==> config.mk <==
export PLATFORM = sky130hd
export DESIGN_NAME = rcf_reset_cause_flags
export DESIGN_NICKNAME = d
export VERILOG_FILES = /design/src/design/rcf_pkg.sv /design/src/design/rcf_reset_cause_flags.sv
export SDC_FILE = /design/constraint.sdc
export NUM_CORES = 1
export LEC_CHECK = 0
export BUFFER_PORTS_ARGS = -buffer_cell sky130_fd_sc_hd__buf_2
export CAP_MARGIN = 20
export CORE_AREA = 2 2 85 87
export CTS_CLUSTER_DIAMETER = 200
export CTS_CLUSTER_SIZE = 10
export DETAILED_ROUTE_END_ITERATION = 7
export DIE_AREA = 0 0 87 89
export GPL_TIMING_DRIVEN = 0
export PLACE_DENSITY = 0.78
export RECOVER_POWER = 50
export SLEW_MARGIN = 20
export SYNTH_ARGS = -nofsm -noshare
export SYNTH_HDL_FRONTEND = slang
export SYNTH_SLANG_ARGS = --single-unit
==> constraint.sdc <==
create_clock -name aclk -period 1.51 [get_ports aclk]
set_input_delay 0.2265 -clock aclk [delete_from_list [all_inputs] [get_ports aclk]]
set_output_delay 0.2265 -clock aclk [all_outputs]
set_load 0.05 [all_outputs]
==> src/design/rcf_pkg.sv <==
// Package for the reset cause flags block: register map, bit positions, reset values, carriers
package rcf_pkg;

  // ----------------------------------------------------------------
  // Register byte offsets on the AXI4-Lite bus
  // ----------------------------------------------------------------
  localparam logic [3:0] RCF_OFS_STATUS   = 4'h0;  // Reset cause status flags
  localparam logic [3:0] RCF_OFS_IRQ_STAT = 4'h4;  // Sticky event bits, cleared by reading
  localparam logic [3:0] RCF_OFS_IRQ_MASK = 4'h8;  // Interrupt enables, same layout
  localparam logic [3:0] RCF_OFS_CONTROL  = 4'hC;  // Watchdog software enable

  // ----------------------------------------------------------------
  // Status flag positions
  // ----------------------------------------------------------------
  localparam int RCF_BIT_TRAP    = 15;  // Trap conflict
  localparam int RCF_BIT_OPCODE  = 14;  // Illegal opcode or bad working register access
  localparam int RCF_BIT_CONFIG  = 9;   // Configuration mismatch
  localparam int RCF_BIT_PIN     = 7;   // Master clear pin reset
  localparam int RCF_BIT_SOFT    = 6;   // Reset instruction
  localparam int RCF_BIT_WDOG    = 4;   // Watchdog expiry
  localparam int RCF_BIT_SLEEP   = 3;   // Woke from sleep
  localparam int RCF_BIT_IDLE    = 2;   // Woke from idle
  localparam int RCF_BIT_SUPPLY  = 1;   // Brown-out
  localparam int RCF_BIT_POWERON = 0;   // Power-on
  localparam int RCF_BIT_SOFT_WATCHDOG_ENABLE  = 0;   // Control: software watchdog enable

  // ----------------------------------------------------------------
  // Masks and reset values
  // ----------------------------------------------------------------
  localparam logic [15:0] RCF_IMPL_MASK  = 16'hC2DF;  // Implemented status bits
  localparam logic [15:0] RCF_POR_CLEAR  = 16'hC2DC;  // Flags cleared by power-on
  localparam logic [15:0] RCF_POR_SET    = 16'h0003;  // Flags set by power-on
  localparam logic [15:0] RCF_STATUS_RST = 16'h0003;  // Status after bus reset
  localparam logic [15:0] RCF_IRQ_RST    = 16'h0000;  // Interrupt status after reset
  localparam logic [15:0] RCF_MASK_RST   = 16'h0000;  // Interrupt mask after reset
  localparam logic        RCF_SOFT_WATCHDOG_ENABLE_RST = 1'b0;      // Software watchdog enable after reset
  localparam logic [1:0]  RCF_FUSE_UNPROG = 2'h3;     // Unprogrammed watchdog fuse field

  // ----------------------------------------------------------------
  // AXI response codes
  // ----------------------------------------------------------------
  localparam logic [1:0] RCF_RESP_OKAY   = 2'h0;
  localparam logic [1:0] RCF_RESP_SLVERR = 2'h2;

  // ----------------------------------------------------------------
  // Event carrier: one-cycle pulses from core logic on aclk
  // ----------------------------------------------------------------
  typedef struct packed {
    logic trap_conflict;     // Trap conflict detected
    logic bad_opcode;        // Illegal opcode or uninitialised register access
    logic config_mismatch;   // Configuration mismatch reset
    logic soft_reset_instr;  // Reset instruction executed
    logic watchdog_expiry;   // Watchdog counter expired
    logic power_save_instr;  // Power-save instruction executed
    logic power_save_idle;   // Selects idle (1) or sleep (0) with the above
    logic supply_dip;        // Brown-out reset
    logic power_on;          // Power-on reset
  } rcf_event_type;

endpackage : rcf_pkg

==> src/design/rcf_reset_cause_flags.sv <==
// Reset cause flags with AXI4-Lite register access and a masked interrupt
//
// What this block does
// RULE_01: Watchdog flag set on expiry, cleared by power-save/power-on
// RULE_02: Sleep flag set by sleep instruction, power-on clears
// RULE_03: Idle flag set by idle instruction, power-on clears
// RULE_04: Brown-out flag set by brown-out or power-on
// RULE_05: Power-on flag set by power-on, software clears
// RULE_06: Trap, opcode, mismatch, pin, instruction flags; power-on clears
// RULE_07: Software sets or clears flags without causing reset
// RULE_08: Unprogrammed fuse keeps watchdog on regardless
// RULE_09: Flags hold until own clear; several coexist
`timescale 1ns/1ps

module rcf_reset_cause_flags #(
  parameter int AXI_ADDR_WIDTH = 4  // Byte address width of the register window
) (
  input  wire logic                      aclk,                 // System clock, 250 MHz
  input  wire logic                      aresetn,              // Synchronous reset, active low
  // AXI4-Lite write address channel
  input  wire logic                      s_axi_awvalid,
  output      logic                      s_axi_awready,
  input  wire logic [AXI_ADDR_WIDTH-1:0] s_axi_awaddr,
  input  wire logic [2:0]                s_axi_awprot,
  // AXI4-Lite write data channel
  input  wire logic                      s_axi_wvalid,
  output      logic                      s_axi_wready,
  input  wire logic [31:0]               s_axi_wdata,
  input  wire logic [3:0]                s_axi_wstrb,
  // AXI4-Lite write response channel
  output      logic                      s_axi_bvalid,
  input  wire logic                      s_axi_bready,
  output      logic [1:0]                s_axi_bresp,
  // AXI4-Lite read address channel
  input  wire logic                      s_axi_arvalid,
  output      logic                      s_axi_arready,
  input  wire logic [AXI_ADDR_WIDTH-1:0] s_axi_araddr,
  input  wire logic [2:0]                s_axi_arprot,
  // AXI4-Lite read data channel
  output      logic                      s_axi_rvalid,
  input  wire logic                      s_axi_rready,
  output      logic [31:0]               s_axi_rdata,
  output      logic [1:0]                s_axi_rresp,
  // Reset and power events from core logic
  input  wire rcf_pkg::rcf_event_type    events,
  input  wire logic                      master_clear_pin_n,   // External reset pin, asynchronous
  input  wire logic [1:0]                watchdog_fuse_enable, // Watchdog enable fuse field
  // Results
  output      logic                      watchdog_enabled,     // Watchdog runs
  output      logic [15:0]               reset_cause_flags,    // Copy of the status flags
  output      logic                      irq                   // Level interrupt
);

  // ----------------------------------------------------------------
  // Elaboration checks
  // ----------------------------------------------------------------
  if (AXI_ADDR_WIDTH < 4) begin : g_addr_check
    $error("AXI_ADDR_WIDTH must be at least 4 to reach every register");
  end

  // ----------------------------------------------------------------
  // Declarations
  // ----------------------------------------------------------------
  logic [15:0]               reset_cause_status;    // Stored flags
  logic [15:0]               next_reset_cause_status;
  logic [15:0]               irq_status;            // Sticky event bits
  logic [15:0]               next_irq_status;
  logic [15:0]               irq_mask;              // Interrupt enables
  logic                      soft_watchdog_enable;  // Control bit
  logic                      pin_sync_a;            // Pin synchroniser, first stage
  logic                      pin_sync_b;            // Pin synchroniser, second stage
  logic                      pin_prev;              // Previous synchronised pin level
  logic                      pin_reset_edge;        // Pin went low this cycle
  logic [15:0]               set_vec;               // Flags raised by hardware this cycle
  logic [AXI_ADDR_WIDTH-1:0] wr_addr;               // Captured write address
  logic                      wr_addr_held;          // Write address captured
  logic [31:0]               wr_data;               // Captured write data
  logic [3:0]                wr_strb;               // Captured byte strobes
  logic                      wr_data_held;          // Write data captured
  logic                      wr_fire;               // Write is performed this cycle
  logic [15:0]               wr_lanes;              // Bit enables from the strobes
  logic                      rd_fire;               // Read address taken this cycle
  logic [31:0]               rd_value;              // Read data for the taken address
  logic                      rd_ok;                 // Read address is mapped
  logic                      wr_ok;                 // Write address is mapped
  logic                      sel_status;            // Write targets status register
  logic                      sel_mask;              // Write targets mask register
  logic                      sel_control;           // Write targets control register
  logic                      rd_irq_clear;          // Read of interrupt status

  // ----------------------------------------------------------------
  // Pin synchroniser
  // ----------------------------------------------------------------

  // Two flops bring the asynchronous pin onto aclk
  always_ff @(posedge aclk) begin
    if (!aresetn) begin
      pin_sync_a <= 1'b1;
      pin_sync_b <= 1'b1;
      pin_prev   <= 1'b1;
    end else begin
      pin_sync_a <= master_clear_pin_n;
      pin_sync_b <= pin_sync_a;
      pin_prev   <= pin_sync_b;
    end
  end

  // A falling level on the synchronised pin is one reset event
  assign pin_reset_edge = pin_prev & ~pin_sync_b;

  // ----------------------------------------------------------------
  // Hardware set events
  // ----------------------------------------------------------------

  // One bit per flag, so several causes can rise together
  always_comb begin
    set_vec                 = 16'h0000;  // [RULE_09]
    set_vec[rcf_pkg::RCF_BIT_TRAP]    = events.trap_conflict;  // [RULE_06]
    set_vec[rcf_pkg::RCF_BIT_OPCODE]  = events.bad_opcode;  // [RULE_06]
    set_vec[rcf_pkg::RCF_BIT_CONFIG]  = events.config_mismatch;  // [RULE_06]
    set_vec[rcf_pkg::RCF_BIT_PIN]     = pin_reset_edge;  // [RULE_06]
    set_vec[rcf_pkg::RCF_BIT_SOFT]    = events.soft_reset_instr;  // [RULE_06]
    // Only a running watchdog can expire
    set_vec[rcf_pkg::RCF_BIT_WDOG]    = events.watchdog_expiry & watchdog_enabled;  // [RULE_01]
    set_vec[rcf_pkg::RCF_BIT_SLEEP]   = events.power_save_instr & ~events.power_save_idle;  // [RULE_02]
    set_vec[rcf_pkg::RCF_BIT_IDLE]    = events.power_save_instr & events.power_save_idle;  // [RULE_03]
    set_vec[rcf_pkg::RCF_BIT_SUPPLY]  = events.supply_dip | events.power_on;  // [RULE_04]
    set_vec[rcf_pkg::RCF_BIT_POWERON] = events.power_on;  // [RULE_05]
  end

  // ----------------------------------------------------------------
  // Write decode
  // ----------------------------------------------------------------

  // Write happens once both halves are captured and no response is pending
  assign wr_fire = wr_addr_held & wr_data_held & ~s_axi_bvalid;

  // Strobes 0 and 1 cover the 16 register bits
  assign wr_lanes = {{8{wr_strb[1]}}, {8{wr_strb[0]}}};

  // Address decode for writes
  always_comb begin
    sel_status  = 1'b0;
    sel_mask    = 1'b0;
    sel_control = 1'b0;
    wr_ok       = 1'b1;
    if (wr_addr[3:0] == rcf_pkg::RCF_OFS_STATUS) begin
      sel_status = 1'b1;
    end else if (wr_addr[3:0] == rcf_pkg::RCF_OFS_IRQ_MASK) begin
      sel_mask = 1'b1;
    end else if (wr_addr[3:0] == rcf_pkg::RCF_OFS_CONTROL) begin
      sel_control = 1'b1;
    end else if (wr_addr[3:0] == rcf_pkg::RCF_OFS_IRQ_STAT) begin
      wr_ok = 1'b1;  // Read-clear register: writes ignored
    end else begin
      wr_ok = 1'b0;  // Unmapped
    end
    if ((wr_addr >> 4) != '0) begin
      sel_status  = 1'b0;
      sel_mask    = 1'b0;
      sel_control = 1'b0;
      wr_ok       = 1'b0;
    end
  end

  // ----------------------------------------------------------------
  // Status flag update
  // ----------------------------------------------------------------

  // Software first, then hardware clears, then hardware sets so sets always win
  always_comb begin
    next_reset_cause_status = reset_cause_status;
    // Software may write any flag; storing a one starts no reset
    if (wr_fire && sel_status) begin
      next_reset_cause_status = (reset_cause_status & ~wr_lanes)
                              | (wr_data[15:0] & wr_lanes);  // [RULE_07]
    end
    // Power-save instruction clears the watchdog flag
    if (events.power_save_instr) begin
      next_reset_cause_status[rcf_pkg::RCF_BIT_WDOG] = 1'b0;  // [RULE_01]
    end
    // Power-on clears the cause flags it owns
    if (events.power_on) begin
      next_reset_cause_status = next_reset_cause_status & ~rcf_pkg::RCF_POR_CLEAR;  // [RULE_02] [RULE_03] [RULE_06]
    end
    next_reset_cause_status = (next_reset_cause_status | set_vec) & rcf_pkg::RCF_IMPL_MASK;  // [RULE_09]
  end

  // Flags register; holds unless an event or write above changes it
  always_ff @(posedge aclk) begin
    if (!aresetn) begin
      reset_cause_status <= rcf_pkg::RCF_STATUS_RST;  // [RULE_04] [RULE_05]
    end else begin
      reset_cause_status <= next_reset_cause_status;  // [RULE_09]
    end
  end

  // ----------------------------------------------------------------
  // Interrupt status, mask and output
  // ----------------------------------------------------------------

  // Reading clears; an event in the same cycle stays set
  always_comb begin
    next_irq_status = irq_status;
    if (rd_irq_clear) begin
      next_irq_status = 16'h0000;
    end
    next_irq_status = next_irq_status | set_vec;
  end

  // Sticky event register
  always_ff @(posedge aclk) begin
    if (!aresetn) begin
      irq_status <= rcf_pkg::RCF_IRQ_RST;
    end else begin
      irq_status <= next_irq_status;
    end
  end

  // Mask register, same layout as the status bits
  always_ff @(posedge aclk) begin
    if (!aresetn) begin
      irq_mask <= rcf_pkg::RCF_MASK_RST;
    end else if (wr_fire && sel_mask) begin
      irq_mask <= ((irq_mask & ~wr_lanes) | (wr_data[15:0] & wr_lanes)) & rcf_pkg::RCF_IMPL_MASK;
    end
  end

  // Registered interrupt level
  always_ff @(posedge aclk) begin
    if (!aresetn) begin
      irq <= 1'b0;
    end else begin
      irq <= |(next_irq_status & irq_mask);
    end
  end

  // ----------------------------------------------------------------
  // Watchdog enable
  // ----------------------------------------------------------------

  // Software enable bit
  always_ff @(posedge aclk) begin
    if (!aresetn) begin
      soft_watchdog_enable <= rcf_pkg::RCF_SOFT_WATCHDOG_ENABLE_RST;
    end else if (wr_fire && sel_control && wr_strb[0]) begin
      soft_watchdog_enable <= wr_data[rcf_pkg::RCF_BIT_SOFT_WATCHDOG_ENABLE];
    end
  end

  // Unprogrammed fuse forces the watchdog on
  always_ff @(posedge aclk) begin
    if (!aresetn) begin
      watchdog_enabled <= 1'b0;
    end else begin
      watchdog_enabled <= (watchdog_fuse_enable == rcf_pkg::RCF_FUSE_UNPROG)
                        | soft_watchdog_enable;  // [RULE_08]
    end
  end

  // Copy of the flags for the rest of the chip
  always_ff @(posedge aclk) begin
    if (!aresetn) begin
      reset_cause_flags <= rcf_pkg::RCF_STATUS_RST;
    end else begin
      reset_cause_flags <= next_reset_cause_status;
    end
  end

  // ----------------------------------------------------------------
  // AXI write channels
  // ----------------------------------------------------------------

  // Address and data are taken independently, in either order
  always_ff @(posedge aclk) begin
    if (!aresetn) begin
      s_axi_awready <= 1'b0;
      wr_addr_held  <= 1'b0;
      wr_addr       <= '0;
    end else if (s_axi_awvalid && s_axi_awready) begin
      s_axi_awready <= 1'b0;
      wr_addr_held  <= 1'b1;
      wr_addr       <= s_axi_awaddr;
    end else if (s_axi_bvalid && s_axi_bready) begin
      s_axi_awready <= 1'b1;
      wr_addr_held  <= 1'b0;
    end else if (!wr_addr_held) begin
      s_axi_awready <= 1'b1;
    end
  end

  // Write data capture
  always_ff @(posedge aclk) begin
    if (!aresetn) begin
      s_axi_wready <= 1'b0;
      wr_data_held <= 1'b0;
      wr_data      <= 32'h0000_0000;
      wr_strb      <= 4'h0;
    end else if (s_axi_wvalid && s_axi_wready) begin
      s_axi_wready <= 1'b0;
      wr_data_held <= 1'b1;
      wr_data      <= s_axi_wdata;
      wr_strb      <= s_axi_wstrb;
    end else if (s_axi_bvalid && s_axi_bready) begin
      s_axi_wready <= 1'b1;
      wr_data_held <= 1'b0;
    end else if (!wr_data_held) begin
      s_axi_wready <= 1'b1;
    end
  end

  // Write response, one cycle after the write is performed
  always_ff @(posedge aclk) begin
    if (!aresetn) begin
      s_axi_bvalid <= 1'b0;
      s_axi_bresp  <= rcf_pkg::RCF_RESP_OKAY;
    end else if (wr_fire) begin
      s_axi_bvalid <= 1'b1;
      s_axi_bresp  <= wr_ok ? rcf_pkg::RCF_RESP_OKAY : rcf_pkg::RCF_RESP_SLVERR;
    end else if (s_axi_bready) begin
      s_axi_bvalid <= 1'b0;
    end
  end

  // ----------------------------------------------------------------
  // AXI read channels
  // ----------------------------------------------------------------

  assign rd_fire = s_axi_arvalid & s_axi_arready;

  // Read decode
  always_comb begin
    rd_value     = 32'h0000_0000;
    rd_ok        = 1'b1;
    rd_irq_clear = 1'b0;
    if ((s_axi_araddr >> 4) != '0) begin
      rd_ok = 1'b0;
    end else if (s_axi_araddr[3:0] == rcf_pkg::RCF_OFS_STATUS) begin
      rd_value[15:0] = reset_cause_status;
    end else if (s_axi_araddr[3:0] == rcf_pkg::RCF_OFS_IRQ_STAT) begin
      rd_value[15:0] = irq_status;
      rd_irq_clear   = rd_fire;
    end else if (s_axi_araddr[3:0] == rcf_pkg::RCF_OFS_IRQ_MASK) begin
      rd_value[15:0] = irq_mask;
    end else if (s_axi_araddr[3:0] == rcf_pkg::RCF_OFS_CONTROL) begin
      rd_value[rcf_pkg::RCF_BIT_SOFT_WATCHDOG_ENABLE] = soft_watchdog_enable;
      rd_value[1]              = watchdog_enabled;
    end else begin
      rd_ok = 1'b0;
    end
  end

  // Read address ready, dropped while data waits
  always_ff @(posedge aclk) begin
    if (!aresetn) begin
      s_axi_arready <= 1'b0;
    end else if (rd_fire) begin
      s_axi_arready <= 1'b0;
    end else if (!s_axi_rvalid || s_axi_rready) begin
      s_axi_arready <= 1'b1;
    end
  end

  // Read data, registered at the address handshake
  always_ff @(posedge aclk) begin
    if (!aresetn) begin
      s_axi_rvalid <= 1'b0;
      s_axi_rdata  <= 32'h0000_0000;
      s_axi_rresp  <= rcf_pkg::RCF_RESP_OKAY;
    end else if (rd_fire) begin
      s_axi_rvalid <= 1'b1;
      s_axi_rdata  <= rd_value;
      s_axi_rresp  <= rd_ok ? rcf_pkg::RCF_RESP_OKAY : rcf_pkg::RCF_RESP_SLVERR;
    end else if (s_axi_rready) begin
      s_axi_rvalid <= 1'b0;
    end
  end

endmodule : rcf_reset_cause_flags

==> After elaboration in Yosys (flattened, before gate mapping) <==
Cells that the tools add are included.
Widths: inputs -> output; s select.
{ "word_totals": {"ff_bits": 97, "inputBits": 69, "output_inout_bits": 59, "elab_cells": 111} }
{ "op_classes": {"eq_ne": 9, "n_mux": 38, "bitwise": 22, "n_reduce_logical": 19} }
{ "ops": {"columns": ["operator", "n"], "rows": [
  ["$mux 16", 5],
  ["$and 16x16->16", 4],
  ["$or 16x16->16", 4],
  ["$mux 1", 28],
  ["$eq 4x4->1 const B", 4],
  ["$not 16->16", 1],
  ["$reduce_or 16->1", 1],
  ["$mux 14", 1],
  ["$eq 4x3->1 const B", 2],
  ["$logic_not 4->1", 2],
  ["$mux 2", 4],
  ["$reduce_bool 2->1", 4],
  ["$and 1x1->1", 7],
  ["$logic_and 1x1->1", 7],
  ["$reduce_or 2->1", 3],
  ["$ne 2x1->1 const B", 2],
  ["$not 1->1", 4],
  ["$eq 2x2->1 const B", 1],
  ["$or 1x1->1", 2],
  ["$logic_not 1->1", 1],
  ["$logic_or 1x1->1", 1]
]} }

==> Longest topological paths before layout <==
{ "depth": {"depth_word": 7, "mapped_depth": 5, "mapped_depth_nobuf": 4} }

==> Worst setup path after synthesis <==
Ideal clock, no wire load.
{ "synth_timing": {"path_kind": "reg-to-reg", "start": "register s_axi_arready", "end": "register irq", "setup_ns": 0.140, "t_arrival_ns": 1.500, "required_time_ns": 1.370, "setup_slack_ns": -0.130, "path_stages_with_launch": 6, "n_path_buf": 1, "period_less_slack_ns": 1.640, "path_cell_list": "dfxtp_1 -> and4b_1 -> buf_6 -> a31oi_1 -> nor4_1 -> a41oi_1"} }
{ "synth_between": {"elab_chain_cells": 7} }
{ "synth_lines": {"columns": ["element", "line", "rtl"], "rows": [
  ["start, declared", "rcf_reset_cause_flags.sv:36", "output logic s_axi_arready,"],
  ["start signal, assigned", "rcf_reset_cause_flags.sv:356", "s_axi_arready <= 1'b0;"],
  ["start signal, assigned", "rcf_reset_cause_flags.sv:358", "s_axi_arready <= 1'b0;"],
  ["start signal, assigned", "rcf_reset_cause_flags.sv:360", "s_axi_arready <= 1'b1;"],
  ["$and 1x1->1", "rcf_reset_cause_flags.sv:329", "assign rd_fire = s_axi_arvalid & s_axi_arready;"],
  ["$mux 1", "rcf_reset_cause_flags.sv:340", "end else if (s_axi_araddr[3:0] == rcf_pkg::RCF_OFS_IRQ_STAT) begin"],
  ["$mux 1", "rcf_reset_cause_flags.sv:338", "end else if (s_axi_araddr[3:0] == rcf_pkg::RCF_OFS_STATUS) begin"],
  ["$mux 16", "rcf_reset_cause_flags.sv:205", "if (rd_irq_clear) begin"],
  ["$or 16x16->16", "rcf_reset_cause_flags.sv:208", "next_irq_status = next_irq_status | set_vec;"],
  ["$and 16x16->16", "rcf_reset_cause_flags.sv:234", "irq <= |(next_irq_status & irq_mask);"],
  ["$reduce_or 16->1", "rcf_reset_cause_flags.sv:234", null],
  ["end signal, assigned", "rcf_reset_cause_flags.sv:234", null],
  ["end, declared", "rcf_reset_cause_flags.sv:51", "output logic irq"]
]} }
Every way passes these cells.
A chain may end at the register's enable or synchronous reset.

==> Worst setup path after layout <==
Ends and elaborated chain as after synthesis.

==> metrics.md <==
| Metric | Value |
|---|---|
| Status | `finished, final reports clean` |
| Share of cells above drive strength 1 | `0.245` |
| Worst-Skew Late Latency | `0.34 ns` |
| Post-Place Cells | `between 500 and 600` |
| Final count of pins violating max slew | `0` |
| DRC Markers | `0` |
| Starting density of the core | `0.469` |
| DR vias | `2760` |
| Slew of the pin with the lowest slew margin | `between 0.5 and 0.6 ns` |
| Total track usage | `0.207` |
| CP Max Fanout | `7` |
| CTS tree | `done` |
| Pleak | `1.79 nW` |
| ANT cells | `0` |
| Site Rows | `30` |
| Min Hold Slack | `0.0674 ns` |
| Sequential area share after synthesis | `0.451` |
| Drt first pass iters | `5` |
| Chip height | `89 µm` |
| Die X | `between 80 and 90 µm` |
| Critical Path Start Type | `register` |
| Synth Warn # | `0` |
| Vias/cell | `5.09` |
| Wirelength per Cell | `between 10 and 15 µm` |
| Number of H-tree levels | `3` |
| Final #Nets | `528` |
| Routed Antenna Nets | `0` |
| Rel. slew slack | `0.604` |
| Clock root cell | `clkbuf_8` |
| Pin count of the biggest net entering global routing | `11` |
| Clk sink count | `71` |
| Ports | `128` |
| Bufs on Longest Clock Path | `2` |
| Vias in the first global route | `2544` |
| Setup tns final | `0 ns` |
| Post-synthesis cell type count | `43` |
| Port bufs | `67` |
| Area of the multi-input gates | `roughly 1500 µm²` |
| Minimum clock period | `1.41 ns` |
| Peak supply drop | `0.000503 V` |
| Fin crit share | `0.935` |
| Post-CTS Resized | `0` |
| Core footprint | `6720 µm²` |
| Post-Syn Area | `3150 µm²` |
| Mapped Cells | `352` |
| Die area | `around 7700 µm²` |
| Skew final | `0.00652 ns` |
| Worst path required time | `1.70 ns` |
| Maxcap violations | `0` |
| CTS buffer count | `9` |
| DP Wirelength | `5860 µm` |
| Critical path arrival | `1.60 ns` |
| PwrDens | `1060 nW/µm²` |
| Routed wire length | `7510 µm` |
| Crit end category | `register` |
| CTS hold repair buffers | `0` |
| Flops & latches, synth | `71` |
| Fmax achieved | `~700 MHz` |
| Layout Area Growth over Synthesis | `23.0%` |
| Antenna violations before repair | `0` |
| Starting DRT DRC Count | `163` |
| Final number of setup-violating endpoints | `0` |
| Critical path class | `reg2reg` |
| Register Area | `1420 µm²` |
| Final Hold Viols | `0` |
| Final Wtd Congestion | `between 0.8 and 0.9` |
| Hold Path Class | `in2reg` |
| Syn_area_per_cell | `8.95 µm²` |
| GR Overflow Total | `0` |
| Fillers | `641` |
| # Post-CTS Setup Buffers | `0` |
| Clock-pin slew on the worst setup and hold paths | `0.07 ns` |
| First-pass GRT wire length | `approximately 12000 µm` |
| Finished Layout Cells | `542` |
## logic make-up (layout without fill, tap and decap cells)
kind of cell	after synthesis	count (layout)	synth area share
compound gates	79	79	0.162
other cells	1	30	0.00119
mux	26	26	0.0905
simple gates	122	122	0.188
buf+inv	53	134	0.106
flops	71	71	0.451
## cell usage after synthesis, drive strengths merged
library cell | instances | area share
a211o | 1 | 0.0028
a21boi | 2 | 0.0048
a21oi | 34 | 0.054
a221oi | 1 | 0.0048
a22oi | 14 | 0.033
a311oi | 1 | 0.0028
a31oi | 1 | 0.0020
a41oi | 1 | 0.0028
and2 | 1 | 0.0020
and3 | 1 | 0.0020
and3b | 1 | 0.0028
and4b | 1 | 0.0032
buf | 35 | 0.085
clkbuf | 13 | 0.015
conb | 1 | 0.0012
dfxtp | 71 | 0.45
inv | 5 | 0.0060
mux2i | 24 | 0.076
mux4 | 2 | 0.014
nand2 | 47 | 0.058
nand2b | 5 | 0.0099
nand3 | 8 | 0.013
nand3b | 3 | 0.0071
nand4 | 5 | 0.017
nand4b | 3 | 0.0083
nor2 | 37 | 0.044
nor2b | 3 | 0.0060
nor3 | 6 | 0.013
nor4 | 1 | 0.0020
o211a | 2 | 0.0064
o211ai | 3 | 0.0071
o21ai | 8 | 0.013
o22ai | 1 | 0.0020
o2bb2ai | 8 | 0.022
o31ai | 2 | 0.0048
## report_power, final
part           internal (mW)  switching [mW]
Combinational          0.199           0.464
Sequential              1.95          0.0640
Clock                  0.793           0.644
## routing by layer
layer,track usage,wire [µm],vias to the layer above
li1,-,-,1386
met1,0.274,3430,1259
met2,0.334,3440,105
met3,0.0332,518,10
met4,0.0909,122,0
met5,0,0,-
## through the flow
step | worst slack, ns | power [mW] | utilization | instance area (µm²)
finish | 0.0978 | 4.11 | 0.577 | 3870
global route | -0.0106 | 4.28 | 0.577 | 3870
CTS | 0.0549 | 4.13 | 0.577 | 3880
detailed placement | -0.102 | 2.71 | 0.550 | 3700
global placement | -0.0431 | 2.70 | 0.550 | 3700
floorplan | 0.0598 | 2.55 | - | 3260
## layout make-up
class                      instances  area share
clock inverter                     1     0.00775
multi-input combinational        257       0.390
tap                               80      0.0258
sequential                        71       0.367
clock buffer                      13      0.0384
inverter                           5     0.00484
timing repair buffer              67      0.0840
buffer                            48      0.0817
## cells in the final DEF (no fill, tap or decap), types with 20 or more instances in the layout
cell type,count
dfxtp_1,69
nand2_1,46
buf_2,40
nor2_1,37
a21oi_1,34
buf_4,30
conb_1,30
clkbuf_1,24
mux2i_1,24
clkbuf_2,20
## path summary, 6_finish.rpt
check | from | endpoint | slack [ns] | cells past startpoint
hold reg to reg | pin_sync_a | pin_sync_b | 0.41 | 1
setup reg to reg | s_axi_arready | irq | 0.1 | 5
setup / recovery | s_axi_arready | irq | 0.1 | 5
hold / removal | master_clear_pin_n | pin_sync_a | 0.07 | 2
## critical path: stages, from the launching register on
cell and delay [ns]:
dfxtp_2 0.35, and4b_1 0.22, buf_6 0.13, a31oi_1 0.09
nor4_1 0.30, a41oi_1 0.17
Note: power is estimated with default switching activity, not from simulation.
